$ cat src/core/tam_regs_map.vh
// Register map constants for the upper management register bank.
// Assumes a clause 22 MDIO frame format and a 100 MHz system clock.
`ifndef TAM_REGS_MAP_VH
`define TAM_REGS_MAP_VH

`define TAM_REG_PARTNER_BASE  5'h05
`define TAM_REG_EXPANSION     5'h06
`define TAM_REG_NP_TX         5'h07
`define TAM_REG_PARTNER_NP    5'h08
`define TAM_REG_EXT_STATUS    5'h0F
`define TAM_REG_JITTER        5'h10
`define TAM_REG_LINK_CTRL     5'h11

`define TAM_EXP_NP_ABLE       2
`define TAM_EXP_PAGE_RX       1
`define TAM_EXT_STATUS_VAL    16'hA000
`define TAM_NP_TX_RESET       16'h2001
`define TAM_JIT_RESET         16'h0000
`define TAM_CTRL_RESET        16'h0000
`define TAM_NP_TX_WMASK       16'hB7FF
`define TAM_JIT_WMASK         16'hF3FF
`define TAM_CTRL_WMASK        16'hF900

`define TAM_CTRL_SOFT_RST     15
`define TAM_CTRL_FAST_SIM     14
`define TAM_CTRL_RX_RD_DIS    13
`define TAM_CTRL_TX_RD_DIS    12
`define TAM_CTRL_GO_LINK_SEL  11
`define TAM_CTRL_AN_SENSE     8

`define TAM_PAT_CUSTOM        3'h0
`define TAM_PAT_HIGH_FREQ     3'h1
`define TAM_PAT_MIXED         3'h2
`define TAM_PAT_CUSTOM_LOW    3'h3
`define TAM_PAT_RANDOM        3'h4
`define TAM_PAT_STD_LOW       3'h5
`define TAM_PAT_MIXED_VAL     20'hFAC14
`define TAM_PAT_LOW_VAL       20'hF83E0
`define TAM_PAT_HIGH_VAL      20'hAAAAA

`define TAM_FAST_CYCLES       21'h000040
`define TAM_GO_LINK_CYCLES    21'h030D40
`define TAM_GO_LINK_LONG      21'h0F4240
`define TAM_SYNC_FAIL_CYCLES  21'h1312D0
`endif

$ cat src/core/tam_regs.v
// Upper management register bank of a ten-bit / 1000BASE-X coding unit, reached over MDIO.
// Assumes MDC and MDIO input come from pads; the coding logic sits outside and uses the
// controls, timer pulses and pattern word driven here.
`include "tam_regs_map.vh"

////////////////////////////////////////////////////////////////////////////////
module tam_regs
(
	// Clock and reset
	input  wire        I_CLK_SYS,
	input  wire        I_RST_B,
	// MDIO pins
	input  wire        I_MDC,
	input  wire        I_MDIO,
	output reg         O_MDIO,
	output reg         O_MDIO_OE,
	input  wire [4:0]  I_PHY_ADDR,
	// Mode and link-partner state from the negotiation logic
	input  wire        I_MODE_BASEX,
	input  wire [15:0] I_PARTNER_BASE,
	input  wire [15:0] I_PARTNER_NP,
	input  wire        I_PAGE_STROBE,
	input  wire        I_NONEG_PARTNER,
	input  wire        I_NP_SENT,
	input  wire        I_BASE_TOGGLE,
	// Controls to the coding logic and timer starts from it
	output reg         O_SUB_RESET,
	output reg         O_RX_RD_DIS,
	output reg         O_TX_RD_DIS,
	output reg         O_AN_SENSE_DONE,
	output reg         O_GO_LINK_DONE,
	output reg         O_SYNC_FAIL_DONE,
	input  wire        I_GO_LINK_START,
	input  wire        I_SYNC_FAIL_START,
	output reg         O_JITTER_ACTIVE,
	output reg  [9:0]  O_JITTER_WORD,
	output reg  [15:0] O_NP_TX_WORD
);

////////////////////////////////////////////////////////////////////////////////
// Timer lengths in system clock cycles
localparam [20:0] GO_LINK_LONG = `TAM_GO_LINK_LONG;
localparam [20:0] GO_LINK_SHORT = `TAM_GO_LINK_CYCLES;

localparam ST_IDLE = 3'h0;
localparam ST_HDR  = 3'h1;
localparam ST_TA   = 3'h2;
localparam ST_RD   = 3'h3;
localparam ST_WR   = 3'h4;

function [20:0] dec21;
	input [20:0] v;
	begin
		dec21 = (v == 21'h000000) ? 21'h000000 : v - 21'h000001;
	end
endfunction

function [19:0] rot20;
	input [19:0] v;
	begin
		rot20 = {v[9:0], v[19:10]};
	end
endfunction

////////////////////////////////////////////////////////////////////////////////
// Pin synchronisers and MDC edge finder
reg        mdc_s1_r;
reg        mdc_s2_r;
reg        mdc_s3_r;
reg        mdi_s1_r;
reg        mdi_s2_r;
wire       mdc_rise = mdc_s2_r & ~mdc_s3_r;
wire       mdc_fall = ~mdc_s2_r & mdc_s3_r;

always @(posedge I_CLK_SYS)
begin
	if (!I_RST_B)
	begin
		mdc_s1_r <= 1'b0;
		mdc_s2_r <= 1'b0;
		mdc_s3_r <= 1'b0;
		mdi_s1_r <= 1'b1;
		mdi_s2_r <= 1'b1;
	end
	else
	begin
		mdc_s1_r <= I_MDC;
		mdc_s2_r <= mdc_s1_r;
		mdc_s3_r <= mdc_s2_r;
		mdi_s1_r <= I_MDIO;
		mdi_s2_r <= mdi_s1_r;
	end
end

////////////////////////////////////////////////////////////////////////////////
// Registers
reg [15:0] np_tx_r;
reg [15:0] jit_r;
reg [15:0] ctrl_r;
reg        page_rx_r;
reg        toggle_r;

wire [15:0] base_t_view = {I_PARTNER_BASE[15], I_PARTNER_BASE[14], 1'b0,
	I_PARTNER_BASE[12], I_PARTNER_BASE[11:10], 10'h001};
wire [15:0] base_x_view = {I_PARTNER_BASE[15], 1'b0, I_PARTNER_BASE[13:12],
	3'h0, I_PARTNER_BASE[8:7], I_PARTNER_BASE[6:5], 5'h00};
wire [15:0] np_rx_x_view = {I_PARTNER_NP[15], 1'b0, I_PARTNER_NP[13:11],
	I_PARTNER_NP[10:0]};
wire [15:0] np_tx_view = I_MODE_BASEX ? {np_tx_r[15:12], toggle_r, np_tx_r[10:0]} : np_tx_r;

////////////////////////////////////////////////////////////////////////////////
// MDIO frame engine
reg [2:0]  st_r;
reg [5:0]  cnt_r;
reg [13:0] hdr_r;
reg [15:0] sh_r;
reg        hit_r;
reg        rd_clr_r;
reg [5:0]  pre_r;

wire [4:0] reg_addr = hdr_r[4:0];
wire [15:0] np_tx_wmask = I_MODE_BASEX ? `TAM_NP_TX_WMASK : 16'hFFFF;
reg [15:0] rd_val;
always @*
begin
	rd_val = 16'h0000;
	case (reg_addr)
		`TAM_REG_PARTNER_BASE: rd_val = I_MODE_BASEX ? base_x_view : base_t_view;
		`TAM_REG_EXPANSION: rd_val = {13'h0000, 1'b1, page_rx_r, 1'b0};
		`TAM_REG_NP_TX: rd_val = np_tx_view;
		`TAM_REG_PARTNER_NP: rd_val = I_MODE_BASEX ? np_rx_x_view : I_PARTNER_NP;
		`TAM_REG_EXT_STATUS: rd_val = `TAM_EXT_STATUS_VAL;
		`TAM_REG_JITTER: rd_val = jit_r;
		`TAM_REG_LINK_CTRL: rd_val = ctrl_r;
		default: rd_val = 16'h0000;
	endcase
end

always @(posedge I_CLK_SYS)
begin
	if (!I_RST_B)
	begin
		st_r      <= ST_IDLE;
		cnt_r     <= 6'h00;
		hdr_r     <= 14'h0000;
		sh_r      <= 16'h0000;
		hit_r     <= 1'b0;
		rd_clr_r  <= 1'b0;
		pre_r     <= 6'h00;
		O_MDIO    <= 1'b1;
		O_MDIO_OE <= 1'b0;
		np_tx_r   <= `TAM_NP_TX_RESET;
		jit_r     <= `TAM_JIT_RESET;
		ctrl_r    <= `TAM_CTRL_RESET;
	end
	else
	begin
		rd_clr_r <= 1'b0;
		// Sample on rising MDC, drive on falling
		if (mdc_rise)
		begin
			case (st_r)
				ST_IDLE:
				begin
					// Preamble is optional, so a start after any ones is taken
					if (!mdi_s2_r && pre_r != 6'h00)
					begin
						st_r  <= ST_HDR;
						cnt_r <= 6'h00;
						hdr_r <= 14'h0000;
					end
					pre_r <= mdi_s2_r ? 6'h01 : 6'h00;
				end
				ST_HDR:
				begin
					hdr_r <= {hdr_r[12:0], mdi_s2_r};
					cnt_r <= cnt_r + 6'h01;
					if (cnt_r == 6'h0C)
					begin
						st_r  <= ST_TA;
						cnt_r <= 6'h00;
						hit_r <= (hdr_r[8:4] == I_PHY_ADDR) && hdr_r[11] == 1'b1;
					end
				end
				ST_TA:
				begin
					cnt_r <= cnt_r + 6'h01;
					if (cnt_r == 6'h00 && hdr_r[11:10] == 2'b10 && hit_r)
					begin
						sh_r     <= rd_val;
						rd_clr_r <= (reg_addr == `TAM_REG_EXPANSION);
					end
					if (cnt_r == 6'h01)
					begin
						cnt_r <= 6'h00;
						st_r  <= (hdr_r[11:10] == 2'b10) ? ST_RD : ST_WR;
					end
				end
				ST_RD:
				begin
					cnt_r <= cnt_r + 6'h01;
					if (cnt_r == 6'h0F)
						st_r <= ST_IDLE;
				end
				ST_WR:
				begin
					sh_r  <= {sh_r[14:0], mdi_s2_r};
					cnt_r <= cnt_r + 6'h01;
					if (cnt_r == 6'h0F)
					begin
						st_r <= ST_IDLE;
						if (hit_r && hdr_r[11:10] == 2'b01)
						begin
							if (reg_addr == `TAM_REG_NP_TX)
								np_tx_r <= {sh_r[14:0], mdi_s2_r} & np_tx_wmask;
							if (reg_addr == `TAM_REG_JITTER)
								jit_r <= {sh_r[14:0], mdi_s2_r} & `TAM_JIT_WMASK;
							if (reg_addr == `TAM_REG_LINK_CTRL)
								ctrl_r <= {sh_r[14:0], mdi_s2_r} & `TAM_CTRL_WMASK;
						end
					end
				end
				default: st_r <= ST_IDLE;
			endcase
		end
		if (mdc_fall)
		begin
			if (st_r == ST_TA && cnt_r == 6'h01 && hit_r && hdr_r[11:10] == 2'b10)
			begin
				O_MDIO_OE <= 1'b1;
				O_MDIO    <= 1'b0;
			end
			else if (st_r == ST_RD && hit_r)
			begin
				O_MDIO_OE <= 1'b1;
				O_MDIO    <= sh_r[15];
				sh_r      <= {sh_r[14:0], 1'b0};
			end
			else
			begin
				O_MDIO_OE <= 1'b0;
				O_MDIO    <= 1'b1;
			end
		end
	end
end

////////////////////////////////////////////////////////////////////////////////
// Page received and toggle
always @(posedge I_CLK_SYS)
begin
	if (!I_RST_B)
	begin
		page_rx_r <= 1'b0;
		toggle_r  <= 1'b0;
	end
	else
	begin
		// New page wins over a read clear in the same cycle
		if (I_PAGE_STROBE && I_MODE_BASEX && !I_NONEG_PARTNER)
			page_rx_r <= 1'b1;
		else if (rd_clr_r)
			page_rx_r <= 1'b0;
		if (I_PAGE_STROBE && !I_NP_SENT)
			toggle_r <= ~I_BASE_TOGGLE;
		else if (I_NP_SENT)
			toggle_r <= ~toggle_r;
	end
end

////////////////////////////////////////////////////////////////////////////////
// Link timers
reg [20:0] go_cnt_r;
reg [20:0] sf_cnt_r;
wire [20:0] go_len = ctrl_r[`TAM_CTRL_FAST_SIM] ? `TAM_FAST_CYCLES :
	(ctrl_r[`TAM_CTRL_GO_LINK_SEL] ? GO_LINK_LONG : GO_LINK_SHORT);
wire [20:0] sf_len = ctrl_r[`TAM_CTRL_FAST_SIM] ? `TAM_FAST_CYCLES :
	`TAM_SYNC_FAIL_CYCLES;

always @(posedge I_CLK_SYS)
begin
	if (!I_RST_B || ctrl_r[`TAM_CTRL_SOFT_RST])
	begin
		go_cnt_r         <= 21'h000000;
		sf_cnt_r         <= 21'h000000;
		O_GO_LINK_DONE   <= 1'b0;
		O_SYNC_FAIL_DONE <= 1'b0;
	end
	else
	begin
		O_GO_LINK_DONE   <= (go_cnt_r == 21'h000001);
		O_SYNC_FAIL_DONE <= (sf_cnt_r == 21'h000001);
		go_cnt_r <= I_GO_LINK_START ? go_len : dec21(go_cnt_r);
		sf_cnt_r <= I_SYNC_FAIL_START ? sf_len : dec21(sf_cnt_r);
	end
end

////////////////////////////////////////////////////////////////////////////////
// Jitter pattern generator and control outputs
reg [19:0] pat_r;
reg [9:0]  lfsr_r;

always @(posedge I_CLK_SYS)
begin
	if (!I_RST_B)
	begin
		pat_r           <= 20'h00000;
		lfsr_r          <= 10'h001;
		O_JITTER_ACTIVE <= 1'b0;
		O_JITTER_WORD   <= 10'h000;
		O_SUB_RESET     <= 1'b1;
		O_RX_RD_DIS     <= 1'b0;
		O_TX_RD_DIS     <= 1'b0;
		O_AN_SENSE_DONE <= 1'b0;
		O_NP_TX_WORD    <= `TAM_NP_TX_RESET;
	end
	else
	begin
		O_SUB_RESET     <= ctrl_r[`TAM_CTRL_SOFT_RST];
		O_RX_RD_DIS     <= ctrl_r[`TAM_CTRL_RX_RD_DIS];
		O_TX_RD_DIS     <= ctrl_r[`TAM_CTRL_TX_RD_DIS];
		O_AN_SENSE_DONE <= ctrl_r[`TAM_CTRL_AN_SENSE] & I_NONEG_PARTNER;
		O_NP_TX_WORD    <= np_tx_view;
		O_JITTER_ACTIVE <= jit_r[15];
		lfsr_r <= {lfsr_r[8:0], lfsr_r[9] ^ lfsr_r[6]};
		// Two-word patterns alternate halves each cycle
		case (jit_r[14:12])
			`TAM_PAT_HIGH_FREQ: pat_r <= `TAM_PAT_HIGH_VAL;
			`TAM_PAT_MIXED: pat_r <= (pat_r == `TAM_PAT_MIXED_VAL) ? rot20(pat_r) : `TAM_PAT_MIXED_VAL;
			`TAM_PAT_CUSTOM_LOW,
			`TAM_PAT_STD_LOW: pat_r <= (pat_r == `TAM_PAT_LOW_VAL) ? rot20(pat_r) : `TAM_PAT_LOW_VAL;
			default: pat_r <= 20'h00000;
		endcase
		case (jit_r[14:12])
			`TAM_PAT_CUSTOM: O_JITTER_WORD <= jit_r[9:0];
			`TAM_PAT_RANDOM: O_JITTER_WORD <= lfsr_r;
			`TAM_PAT_HIGH_FREQ, `TAM_PAT_MIXED,
			`TAM_PAT_CUSTOM_LOW, `TAM_PAT_STD_LOW: O_JITTER_WORD <= pat_r[19:10];
			default: O_JITTER_WORD <= 10'h000;
		endcase
	end
end

endmodule

$ cat config.mk
export PLATFORM = sky130hd
export DESIGN_NAME = tam_regs
export DESIGN_NICKNAME = d
export VERILOG_FILES = /design/src/core/tam_regs.v
export VERILOG_INCLUDE_DIRS = /design/src /design/src/core
export SDC_FILE = /design/constraint.sdc
export NUM_CORES = 1
export LEC_CHECK = 0
export ABC_CLOCK_PERIOD_IN_PS = 2050
export BUFFER_PORTS_ARGS = -buffer_cell sky130_fd_sc_hd__buf_2
export CAP_MARGIN = 5
export CORE_ASPECT_RATIO = 1.75
export CORE_MARGIN = 2
export CORE_UTILIZATION = 40
export DETAILED_ROUTE_END_ITERATION = 8
export HOLD_SLACK_MARGIN = 0.08
export SLEW_MARGIN = 20
export SYNTH_ARGS = -nofsm -noshare
export SYNTH_HDL_FRONTEND = slang
export SYNTH_SLANG_ARGS = --single-unit
$ cat constraint.sdc
create_clock -name I_CLK_SYS -period 2.05 [get_ports I_CLK_SYS]
set_input_delay 0.205 -clock I_CLK_SYS [delete_from_list [all_inputs] [get_ports I_CLK_SYS]]
set_output_delay 0.205 -clock I_CLK_SYS [all_outputs]
set_load 0.05 [all_outputs]
==> Flow_metrics.wiki, run 1 <==
{| class="wikitable"
! Metric !! Value
|-
| P_sw || 2000 µW
|-
| Num rows || 69
|-
| Fraction of final layout cells sized beyond drive strength 1 || 0.194
|-
| Startpoint of the worst-slack reg-to-reg timing path || sf_cnt_r[17]$_SDFF_PP0_
|-
| Highest Clock Rate || 467 MHz
|-
| Design Power || 7960 µW
|-
| Crit-path max cell delay || 530 ps
|-
| Highest fanout seen on the critical path || 7
|-
| Number of antenna violations at the first check in global routing || 0
|-
| Setup CP Type || reg -> reg
|-
| Ys async rst share || 0
|-
| Number of max-cap violations || 0
|-
| Synth Cell Area || 8250 µm²
|-
| Die Footprint || 21,800 µm²
|-
| Combinational share of power || 0.089
|-
| Max-slew headroom at the worst pin || 0.591
|-
| Sequential cell area || 3810 µm²
|-
| Power density over the cells || 793 nW/µm²
|-
| Worst min path class || in -> reg
|-
| Required time of the critical path || 2360 ps
|-
| Critical path endpoint category || register
|-
| Post-detailed-route count of antenna-violating nets || 0
|-
| Final hold violation count || 0
|-
| Clock insertion delay at the later pin of the skew report || 440 ps
|-
| Number of diodes added for antenna fixing || 0
|-
| Count of TritonRoute iterations in the first routing pass || 5
|-
| Global-route wire length before repair || 37,000 µm
|-
| Aggregate negative setup slack || -1280 ps
|-
| Final-report max-slew violation count || 0
|-
| Core footprint || 20,300 µm²
|-
| Fin Clk Skew || 8.70 ps
|-
| Number of synthesized register bits || 190
|-
| Count of buffers from port buffering || 76
|-
| Clk pwr share || 0.429
|-
| Source of the worst hold timing path || I_PAGE_STROBE
|-
| Relative area change from synthesis to final layout || 21.6%
|-
| Run status || finished, violations left
|-
| Post-synthesis net count || 1,011
|-
| Cell with the largest stage delay on the worst path || or4_4
|-
| Number of fillers in the final layout || 1,985
|-
| Violated checks || negative setup slack
|-
| Htree depth || 4
|-
| Aggregate routed wire length || 23,100 µm
|-
| Post-synth EDFFs || 0
|-
| Vias in the first global route || 7,363
|-
| RSZ-0062 raised after global routing || true
|-
| Sequential Power Share || 0.482
|-
| Average vias per placed instance || 5.49
|-
| Clock tree from TritonCTS || built
|-
| Final worst-path cycle share || 1.05
|-
| Post-route insts no fill || 1,338
|-
| Placed Cells || 1,295
|-
| Least setup slack across all paths after layout || -92.5 ps
|-
| Total leakage power || 0.00384 µW
|-
| Initial cell density of the core || 0.407
|-
| Launching instance or port of the critical path || sf_cnt_r[17]$_SDFF_PP0_
|-
| # IOs || 83
|-
| Final GP Congestion || 0.934
|-
| Internal Power || 5960 µW
|-
| Number of buffers created by CTS || 17
|-
| Detailed Place HPWL || 17,100 µm
|-
| Tightest Pin Transition || 613 ps
|-
| Number of instances in the synthesized netlist || 956
|-
| CP Cell Sequence || or4_4 > or3_4 > or3b_4 > o21ai_4 > buf_6 > o21ai_1
|-
| Critical path startpoint category || register
|-
| Number of distinct standard cells referenced by the synthesized netlist || 68
|-
| Die H || 194 µm
|-
| Leftover overflow at the end of global routing || 0
|-
| Average routed wire per standard cell || 17.2 µm
|-
| VDD IR-drop max || 573 µV
|-
| Multi-input logic area || 4160 µm²
|-
| Number of DRC violations after detailed-routing iteration 0 || 466
|-
| Number of DRC violations after detailed routing || 0
|-
| Yosys warnings || 0
|-
| Overall die width || 113 µm
|-
| Post-route worst hold slack || 129 ps
|-
| Fraction of power spent switching nets || 0.251
|-
| Clock transition at path regs || 70 ps
|-
| Largest net degree at the start of global routing || 55
|-
| Sinks on Clock Net || 190
|-
| Library cell used as clock root buffer || clkbuf_16
|-
| Portion of the post-synthesis area used by sequential elements || 0.461
|-
| Time the worst path needs with I/O delays and setup || 2140 ps
|-
| Avg Cell Area, Syn || 8.63 µm²
|-
| Top FF cell, synth || dfxtp_1
|-
| Worst Path Arrival || 2450 ps
|-
| Bufs on Longest Clock Path || 2
|-
| Via count || 7,347
|-
| Reg2reg setup slack || -90 ps
|-
| Net count reported at finish || 1,132
|-
| Count of final setup violators || 20
|-
| Global router's overall resource usage || 0.213
|}
==> power by group through the flow <==
stage          registers, µW  clock network (µW)  logic [µW]
2_1_floorplan           3920                   0         415
3_3_place_gp            3920                   0         664
3_5_place_dp            3920                   0         665
4_1_cts                 3840                3490         706
5_1_grt                 3850                3630         785
6_report                3840                3410         711
==> area by class of cell <==
| cell class | count | area share |
|---|---|---|
| inverter | 19 | 0.00711 |
| timing repair buffer | 165 | 0.109 |
| sequential | 190 | 0.379 |
| clock buffer | 19 | 0.0432 |
| multi-input combinational | 684 | 0.414 |
| clock inverter | 13 | 0.0167 |
| tap | 248 | 0.0309 |
==> cell usage after synthesis, types with 4 or more instances <==
library cell  count  area, µm²
or3_1            10       62.6
nand4_1           8       50.1
nand2b_1         14       87.6
o211ai_1          8       60.1
nand3b_1          5       37.5
nand3_1          33        165
or4_1             7       52.6
o221ai_1         10       87.6
nor2_1           73        274
ha_1              7       87.6
xnor2_1          30        263
and3_1           15       93.8
and2_1           35        219
a221oi_1          5       43.8
nand2_1         125        469
a22o_1           17        149
buf_2            11       55.1
nor2b_1           9       56.3
inv_1            19       71.3
dfxtp_1         190       3800
nor4_1           11       68.8
a21oi_1          86        430
nor3b_1           6       45.0
nor3_1           17       85.1
o21a_1            4       30.0
xor2_1           14        123
a22oi_1           7       52.6
clkbuf_1         48        180
a221o_1          12        120
o21ai_0          33        165
mux2i_1          22        220
o21ai_1           7       35.0
==> state kept, by name (all words and copies together), names as in the netlist, 3 cells and up <==
name	cells
go_cnt_r	21
sf_cnt_r	21
pat_r	20
O_NP_TX_WORD	16
np_tx_r	16
sh_r	16
jit_r	14
hdr_r	12
O_JITTER_WORD	10
lfsr_r	10
cnt_r	6
ctrl_r	6
st_r	3
==> path summary, 6_finish.rpt <==
check | end | cells past startpoint
setup / recovery | sf_cnt_r[16]$_SDFF_PP0_ | 6
hold / removal | page_rx_r$_SDFFE_PN0P_ | 3
setup reg to reg | sf_cnt_r[16]$_SDFF_PP0_ | 6
hold reg to reg | mdi_s2_r$_SDFF_PN1_ | 1
==> cell families after synthesis <==
logic type | count (synthesis) | synth area share
flip-flops | 190 | 0.461
multiplexers | 24 | 0.0294
AO/OA/AOI/OAI | 218 | 0.171
AND/OR/NAND/NOR | 390 | 0.240
XOR/XNOR | 44 | 0.0467
adder cells (fa/ha/maj) | 8 | 0.0118
buffers and inverters | 82 | 0.0399
==> through the flow <==
| stage | area (µm²) | setup WS (ps) | utilization |
|---|---|---|---|
| floorplan | 8250 | 8.91 | - |
| global placement | 9280 | -78.5 | 0.457 |
| detailed placement | 9280 | -104 | 0.457 |
| CTS | 10000 | -107 | 0.494 |
| global route | 10000 | -160 | 0.494 |
| finish | 10000 | -92.5 | 0.494 |
==> layout by cell type (no fill, tap or decap), types with 7 or more instances in the layout <==
master / n
and3_1: 15
nor2_1: 70
a21oi_1: 86
xnor2_1: 30
nand4_1: 8
a22o_1: 17
mux2i_1: 22
nor4_1: 10
buf_2: 77
dfxtp_1: 188
clkbuf_16: 17
xor2_1: 14
a221o_1: 12
nor3_1: 17
inv_1: 18
dlygate4sd3_1: 9
ha_1: 7
nand3_1: 33
nor2b_1: 9
a22oi_1: 7
buf_4: 76
or3_1: 9
nand2_1: 125
and2_1: 34
o211ai_1: 8
nand2b_1: 14
o21ai_0: 33
o221ai_1: 10
==> layer usage <==
| layer | vias to the layer above | share of wire | track usage |
|---|---|---|---|
| li1 | 3609 | - | - |
| met5 | - | 0 | 0 |
| met2 | 190 | 0.54 | 0.391 |
| met1 | 3480 | 0.38 | 0.223 |
| met4 | 0 | 0.048 | 0.118 |
| met3 | 68 | 0.037 | 0.0419 |
==> what timing repair did <==
item,CTS,global route
setup buffers,1,0
endpoints found under the hold margin,9,0
endpoints found under the setup margin,20,29
cloned,1,0
pin swaps,8,2
resized for setup,9,5
hold buffers,9,0
==> worst max-delay path, delay by kind of cell, from the launching register on <==
family / cells / cell delay [ps]
DFF: 1 / 320
and+or+nand+nor: 3 / 1280
AOI/OAI and AO/OA: 2 / 270
buffers and inverters: 1 / 160
No activity file was read; power rests on OpenSTA's default activity.
==> run 2: changes to the inputs <==
CELL_PAD_IN_SITES_DETAIL_PLACEMENT = 0   (was not set)
CELL_PAD_IN_SITES_GLOBAL_PLACEMENT = 1   (was not set)
PLACE_DENSITY_LB_ADDON = 0.1   (was not set)
==> Flow_metrics.wiki, run 2 (synthesis results as in run 1) <==
{| class="wikitable"
! Metric !! Value
|-
| Tightest Pin Transition || 477 ps (-136 ps)
|-
| Most common cell after layout, fill and taps aside || dfxtp_1
|-
| Violated checks || negative setup slack
|-
| Worst min path class || in -> reg
|-
| Sinks on Clock Net || 190 (unchanged)
|-
| Num rows || 69 (unchanged)
|-
| Total leakage power || 0.00391 µW (+1.6%)
|-
| Core footprint || 20,300 µm² (unchanged)
|-
| Vias in the first global route || 7,321 (-0.57%)
|-
| Time the worst path needs with I/O delays and setup || 2160 ps (+13.6 ps)
|-
| Fin Clk Skew || 7.43 ps (-1.27 ps)
|-
| Registers with the highest flip-flop counts || go_cnt_r x21, sf_cnt_r x21, pat_r x20
|-
| Design Power || 8020 µW (+0.73%)
|-
| WL met2 || 13,100 µm (+6.3%)
|-
| Number of antenna violations at the first check in global routing || 0 (unchanged)
|-
| Clock transition at path regs || 70 ps (about the same)
|-
| Final GP Congestion || 0.868 (-7.0%)
|-
| Number of DRC violations after detailed routing || 0 (unchanged)
|-
| DRT met1 WL || 9000 µm (+3.0%)
|-
| Average routed wire per standard cell || 18.1 µm (+5.1%)
|-
| Clock insertion delay at the later pin of the skew report || 440 ps (about the same)
|-
| Post-detailed-route count of antenna-violating nets || 0 (unchanged)
|-
| Count of buffers from port buffering || 76 (unchanged)
|-
| Crit-path max cell delay || 530 ps (about the same)
|-
| Initial cell density of the core || 0.407 (unchanged)
|-
| Highest-count cells in the layout ignoring fill and taps || dfxtp_1, nand2_1, a21oi_1, buf_4, buf_2
|-
| Library cell used as clock root buffer || clkbuf_16
|-
| Highest Clock Rate || 464 MHz (-0.63%)
|-
| Overall die width || 113 µm (unchanged)
|-
| Aggregate routed wire length || 24,400 µm (+5.8%)
|-
| Critical path startpoint category || register
|-
| # IOs || 83 (unchanged)
|-
| Top layer used by detailed routing || met4
|-
| Count of final setup violators || 20 (unchanged)
|-
| Final worst-path cycle share || 1.05 (+0.00662)
|-
| Number of diodes added for antenna fixing || 0 (unchanged)
|-
| Non-Filler Cell Area, Final || 10,100 µm² (+0.92%)
|-
| Power density over the cells || 792 nW/µm² (-0.19%)
|-
| Worst Path Arrival || 2470 ps (+20 ps)
|-
| Cell with the largest stage delay on the worst path || or4_4
|-
| Htree depth || 4 (unchanged)
|-
| VDD IR-drop max || 633 µV (+10%)
|-
| Die Footprint || 21,800 µm² (unchanged)
|-
| Bufs on Longest Clock Path || 2 (unchanged)
|-
| Aggregate negative setup slack || -1290 ps (-8.57 ps)
|-
| Average vias per placed instance || 5.37 (-2.2%)
|-
| Number of max-cap violations || 0 (unchanged)
|-
| Met3 WL post-DR || 725 µm (-16%)
|-
| Least setup slack across all paths after layout || -106 ps (-13.6 ps)
|-
| Leftover overflow at the end of global routing || 0 (unchanged)
|-
| Largest net degree at the start of global routing || 29 (-47%)
|-
| Number of DRC violations after detailed-routing iteration 0 || 386 (-17%)
|-
| Final-report max-slew violation count || 0 (unchanged)
|-
| Critical path endpoint category || register
|-
| Die H || 194 µm (unchanged)
|-
| Global router's overall resource usage || 0.226 (+0.0129)
|-
| Max-slew headroom at the worst pin || 0.678 (+0.0876)
|-
| Count of TritonRoute iterations in the first routing pass || 5 (unchanged)
|-
| Via count || 7,229 (-1.6%)
|-
| Final hold violation count || 0 (unchanged)
|-
| Required time of the critical path || 2360 ps (about the same)
|-
| Highest fanout seen on the critical path || 15 (+8)
|-
| Clock tree from TritonCTS || built
|-
| Fraction of final layout cells sized beyond drive strength 1 || 0.200 (+0.00679)
|-
| Setup CP Type || reg -> reg
|-
| Relative area change from synthesis to final layout || 22.7%
|-
| Detailed Place HPWL || 18,600 µm (+8.9%)
|-
| Net count reported at finish || 1,140 (+0.71%)
|-
| RSZ-0062 raised after global routing || true
|-
| Number of buffers created by CTS || 17 (unchanged)
|-
| CP Cell Sequence || or4_4 > or3_4 > or3b_4 > o21ai_4 > buf_12 > o21ai_1
|-
| Run status || finished, violations left
|-
| Global-route wire length before repair || 38,400 µm (+3.7%)
|-
| Standard cell area after detailed placement || 9380 µm² (+1.0%)
|}
run 2: what timing repair did:
item,CTS,global route
endpoints found under the hold margin,7,0
hold buffers,8,0
pin swaps,1,1
setup endpoints to repair,20,79
resized for setup,5,8
setup buffers,0,0
run 2: final cells by class:
cell class                 instances  area, µm²
multi-input combinational        684       4170
clock buffer                      18        429
sequential                       190       3800
inverter                          19       71.3
tap                              248        310
fill                            1991      10200
clock inverter                    14        181
timing repair buffer             173       1160
run 2: power by group:
group | internal (µW) | switching, µW
registers | 3770 | 62.1
clock network | 1950 | 1520
logic | 334 | 378
run 2: per-stage QoR:
| step | cells | util | hold slack [ps] | worst slack [ps] |
|---|---|---|---|---|
| final | 1346 | 0.499 | 107 | -106 |
| after global routing | 1346 | 0.499 | 115 | -164 |
| after CTS | 1346 | 0.497 | 91.9 | -130 |
| after detailed placement | 1306 | 0.462 | 396 | -154 |
| after global placement | 1306 | 0.462 | 399 | -97.9 |
| after floorplan | 956 | - | 306 | 8.91 |
run 2: worst max-delay path, delay by kind of cell (launching register included):
kind | cells | cell delay [ps]
compound gates | 2 | 270
simple gates | 3 | 1280
flops | 1 | 310
buf+inv | 1 | 160
run 2: final timing paths:
check	from	end	slack, ps	cells after the start
setup / recovery	sf_cnt_r[17]$_SDFF_PP0_	sf_cnt_r[16]$_SDFF_PP0_	-110	6
setup reg to reg	sf_cnt_r[17]$_SDFF_PP0_	sf_cnt_r[16]$_SDFF_PP0_	-110	6
hold reg to reg	mdi_s1_r$_SDFF_PN1_	mdi_s2_r$_SDFF_PN1_	420	1
hold / removal	I_GO_LINK_START	go_cnt_r[17]$_SDFF_PP0_	110	3
run 2: per-layer routing:
metal | track usage | vias to the layer above
met2 | 0.424 | 158
met1 | 0.223 | 3392
met3 | 0.0425 | 64
li1 | - | 3615
met4 | 0.140 | 0
met5 | 0 | -
==> run 3: changes to the inputs <==
CELL_PAD_IN_SITES_DETAIL_PLACEMENT = 2   (was 0)
CELL_PAD_IN_SITES_GLOBAL_PLACEMENT = 2   (was 1)
CORE_UTILIZATION = 32   (was 40)
==> Flow_metrics.wiki, run 3 (synthesis results as in run 1) <==
{| class="wikitable"
! Metric !! Value
|-
| Run status || finished, violations left
|-
| Violated checks || negative setup slack
|-
| Setup CP Type || reg -> reg
|-
| Final GP Congestion || 0.819 (-5.6%)
|-
| Met1 Resource Use GR || 0.212 (-0.0109)
|-
| Average routed wire per standard cell || 20.7 µm (+14%)
|-
| Most common cell after layout, fill and taps aside || dfxtp_1
|-
| R2R Path End || sf_cnt_r[9]$_SDFF_PP0_
|-
| Registers with the highest flip-flop counts || go_cnt_r x21, sf_cnt_r x21, pat_r x20
|-
| Number of DRC violations after detailed-routing iteration 0 || 333 (-14%)
|-
| # IOs || 83 (unchanged)
|-
| Clock tree from TritonCTS || built
|-
| Vias in the first global route || 8,191 (+12%)
|-
| Die H || 216 µm (+12%)
|-
| Cell depth of the worst min-delay path || 3 (unchanged)
|-
| Number of DRC violations after detailed routing || 0 (unchanged)
|-
| Aggregate negative setup slack || -725 ps (+565 ps)
|-
| Detailed Place HPWL || 22,200 µm (+20%)
|-
| Fraction of final layout cells sized beyond drive strength 1 || 0.214 (+0.0137)
|-
| Htree depth || 4 (unchanged)
|-
| Global-route wire length before repair || 45,900 µm (+20%)
|-
| Most heavily used metal layer in global routing || met2
|-
| Count of TritonRoute iterations in the first routing pass || 4 (-1)
|-
| Reg2reg setup slack || -80 ps (+20 ps)
|-
| Count of buffers from port buffering || 76 (unchanged)
|-
| Critical path endpoint category || register
|-
| Number of buffers created by CTS || 17 (unchanged)
|-
| Final core area utilization || 0.408 (-0.0906)
|-
| Global router's overall resource usage || 0.220 (-0.00637)
|-
| Highest Clock Rate || 468 MHz (+0.99%)
|-
| Tightest Pin Transition || 495 ps (+17.7 ps)
|-
| Met3 usage in global routing || 0.0338 (-0.00869)
|-
| Power density over the cells || 757 nW/µm² (-4.5%)
|-
| Relative area change from synthesis to final layout || 25.4%
|-
| Number of diodes added for antenna fixing || 0 (unchanged)
|-
| Final worst-path cycle share || 1.04 (-0.0103)
|-
| Post-detailed-route count of antenna-violating nets || 0 (unchanged)
|-
| Clock insertion delay at the later pin of the skew report || 460 ps (+20 ps)
|-
| Final hold violation count || 0 (unchanged)
|-
| Via count || 7,586 (+4.9%)
|-
| Bufs on Longest Clock Path || 2 (unchanged)
|-
| Final-report max-slew violation count || 0 (unchanged)
|-
| R2R depth || 6 (unchanged)
|-
| Leftover overflow at the end of global routing || 0 (unchanged)
|-
| Average vias per placed instance || 5.33 (-0.74%)
|-
| Clock transition at path regs || 60 ps (about the same)
|-
| Max-slew headroom at the worst pin || 0.667 (-0.0119)
|-
| Fin Clk Skew || 7.60 ps (+0.176 ps)
|-
| Endpoint of the worst hold-timing path || go_cnt_r[17]$_SDFF_PP0_
|-
| Overall die width || 125 µm (+11%)
|-
| RSZ-0062 raised after global routing || true
|-
| Non-Filler Cell Area, Final || 10,300 µm² (+2.2%)
|-
| Initial cell density of the core || 0.326 (-0.0810)
|-
| Sinks on Clock Net || 190 (unchanged)
|-
| Highest fanout seen on the critical path || 20 (+5)
|-
| Highest-count cells in the layout ignoring fill and taps || dfxtp_1, nand2_1, buf_4
|-
| Number of antenna violations at the first check in global routing || 0 (unchanged)
|-
| Worst Path Arrival || 2460 ps (about the same)
|-
| Source of the worst hold timing path || I_GO_LINK_START
|-
| Die Footprint || 27,100 µm² (+24%)
|-
| Global-route track usage on met2 || 0.438 (+0.0137)
|-
| Number of max-cap violations || 0 (unchanged)
|-
| Num rows || 77 (+12%)
|-
| Total leakage power || 0.00401 µW (+2.6%)
|-
| Required time of the critical path || 2370 ps (about the same)
|-
| Net count reported at finish || 1,151 (+0.96%)
|-
| Design Power || 7830 µW (-2.3%)
|-
| Time the worst path needs with I/O delays and setup || 2130 ps (-21.1 ps)
|-
| Count of final setup violators || 20 (unchanged)
|-
| Critical path startpoint category || register
|-
| VDD IR-drop max || 596 µV (-5.8%)
|-
| Least setup slack across all paths after layout || -84.9 ps (+21.1 ps)
|-
| Startpoint of the worst-slack reg-to-reg timing path || sf_cnt_r[17]$_SDFF_PP0_
|-
| Standard cell area after detailed placement || 9540 µm² (+1.8%)
|-
| Worst min path class || in -> reg
|-
| Core footprint || 25,300 µm² (+25%)
|-
| Aggregate routed wire length || 29,400 µm (+21%)
|-
| Largest net degree at the start of global routing || 27 (-6.9%)
|-
| Library cell used as clock root buffer || clkbuf_16
|}
==> run 3: cell types whose count changed in the layout (fill, tap and decap cells not counted), moves of 3 or more <==
| cell | before | now |
|---|---|---|
| nor3_1 | 17 | 14 |
| buf_4 | 86 | 90 |
| inv_6 | 4 | 0 |
| clkbuf_8 | 0 | 5 |
| buf_12 | 2 | 6 |
==> run 3: critical path: stages, from the launching register on <==
cell and delay, ps:
dfxtp_2 320, or4_4 530, or3_4 340, or3b_4 400, o21ai_4 150, buf_12 170
o21ai_1 90
==> run 3: final cells by class <==
class / instances / area (µm²)
multi-input cells: 684 / 4220
repair buffers: 184 / 1300
flip-flops and latches: 190 / 3810
clock inverters: 6 / 58.8
fillers: 2832 / 15000
inverters: 19 / 71.3
clock buffers: 24 / 502
well taps: 316 / 395
==> run 3: how the worst max path moves through the flow <==
stage	depth (start not counted)	slack [ps]	start	end
2_1_floorplan	7	9	sf_cnt_r[7]$_SDFF_PP0_	sf_cnt_r[12]$_SDFF_PP0_
3_3_place_gp	6	-110	sf_cnt_r[17]$_SDFF_PP0_	sf_cnt_r[16]$_SDFF_PP0_
3_5_place_dp	6	-120	sf_cnt_r[17]$_SDFF_PP0_	sf_cnt_r[9]$_SDFF_PP0_
4_1_cts	6	-100	sf_cnt_r[17]$_SDFF_PP0_	sf_cnt_r[9]$_SDFF_PP0_
5_1_grt	6	-150	sf_cnt_r[17]$_SDFF_PP0_	sf_cnt_r[9]$_SDFF_PP0_
6_report	6	-80	sf_cnt_r[17]$_SDFF_PP0_	sf_cnt_r[9]$_SDFF_PP0_
==> run 3: routing by layer <==
layer	routed length [µm]	up-vias
li1	-	3632
met1	10500	3801
met2	16900	109
met3	512	44
met4	1470	0
met5	0	-
==> run 3: stage by stage <==
step           hold WS, ps  instances  worst slack (ps)
3_3_place_gp           399       1378              -111
5_1_grt                125       1423              -152
3_5_place_dp           397       1378              -124
2_1_floorplan          306        956              8.91
6_report               106       1423             -84.9
4_1_cts               91.9       1418              -103
==> run 3: what timing repair did <==
action,in CTS,in global routing
endpoints found under the setup margin,20,88
pin swaps,0,2
buffers inserted,0,4
resized for setup,5,27
gates cloned,0,1
hold buffers,10,0
endpoints found under the hold margin,8,0
==> run 3: power by group <==
part / internal (µW) / leakage (µW) / switching [µW]
registers: 3770 / 0.00154 / 64.3
logic: 342 / 0.00218 / 406
clock network: 1810 / 0.000282 / 1430
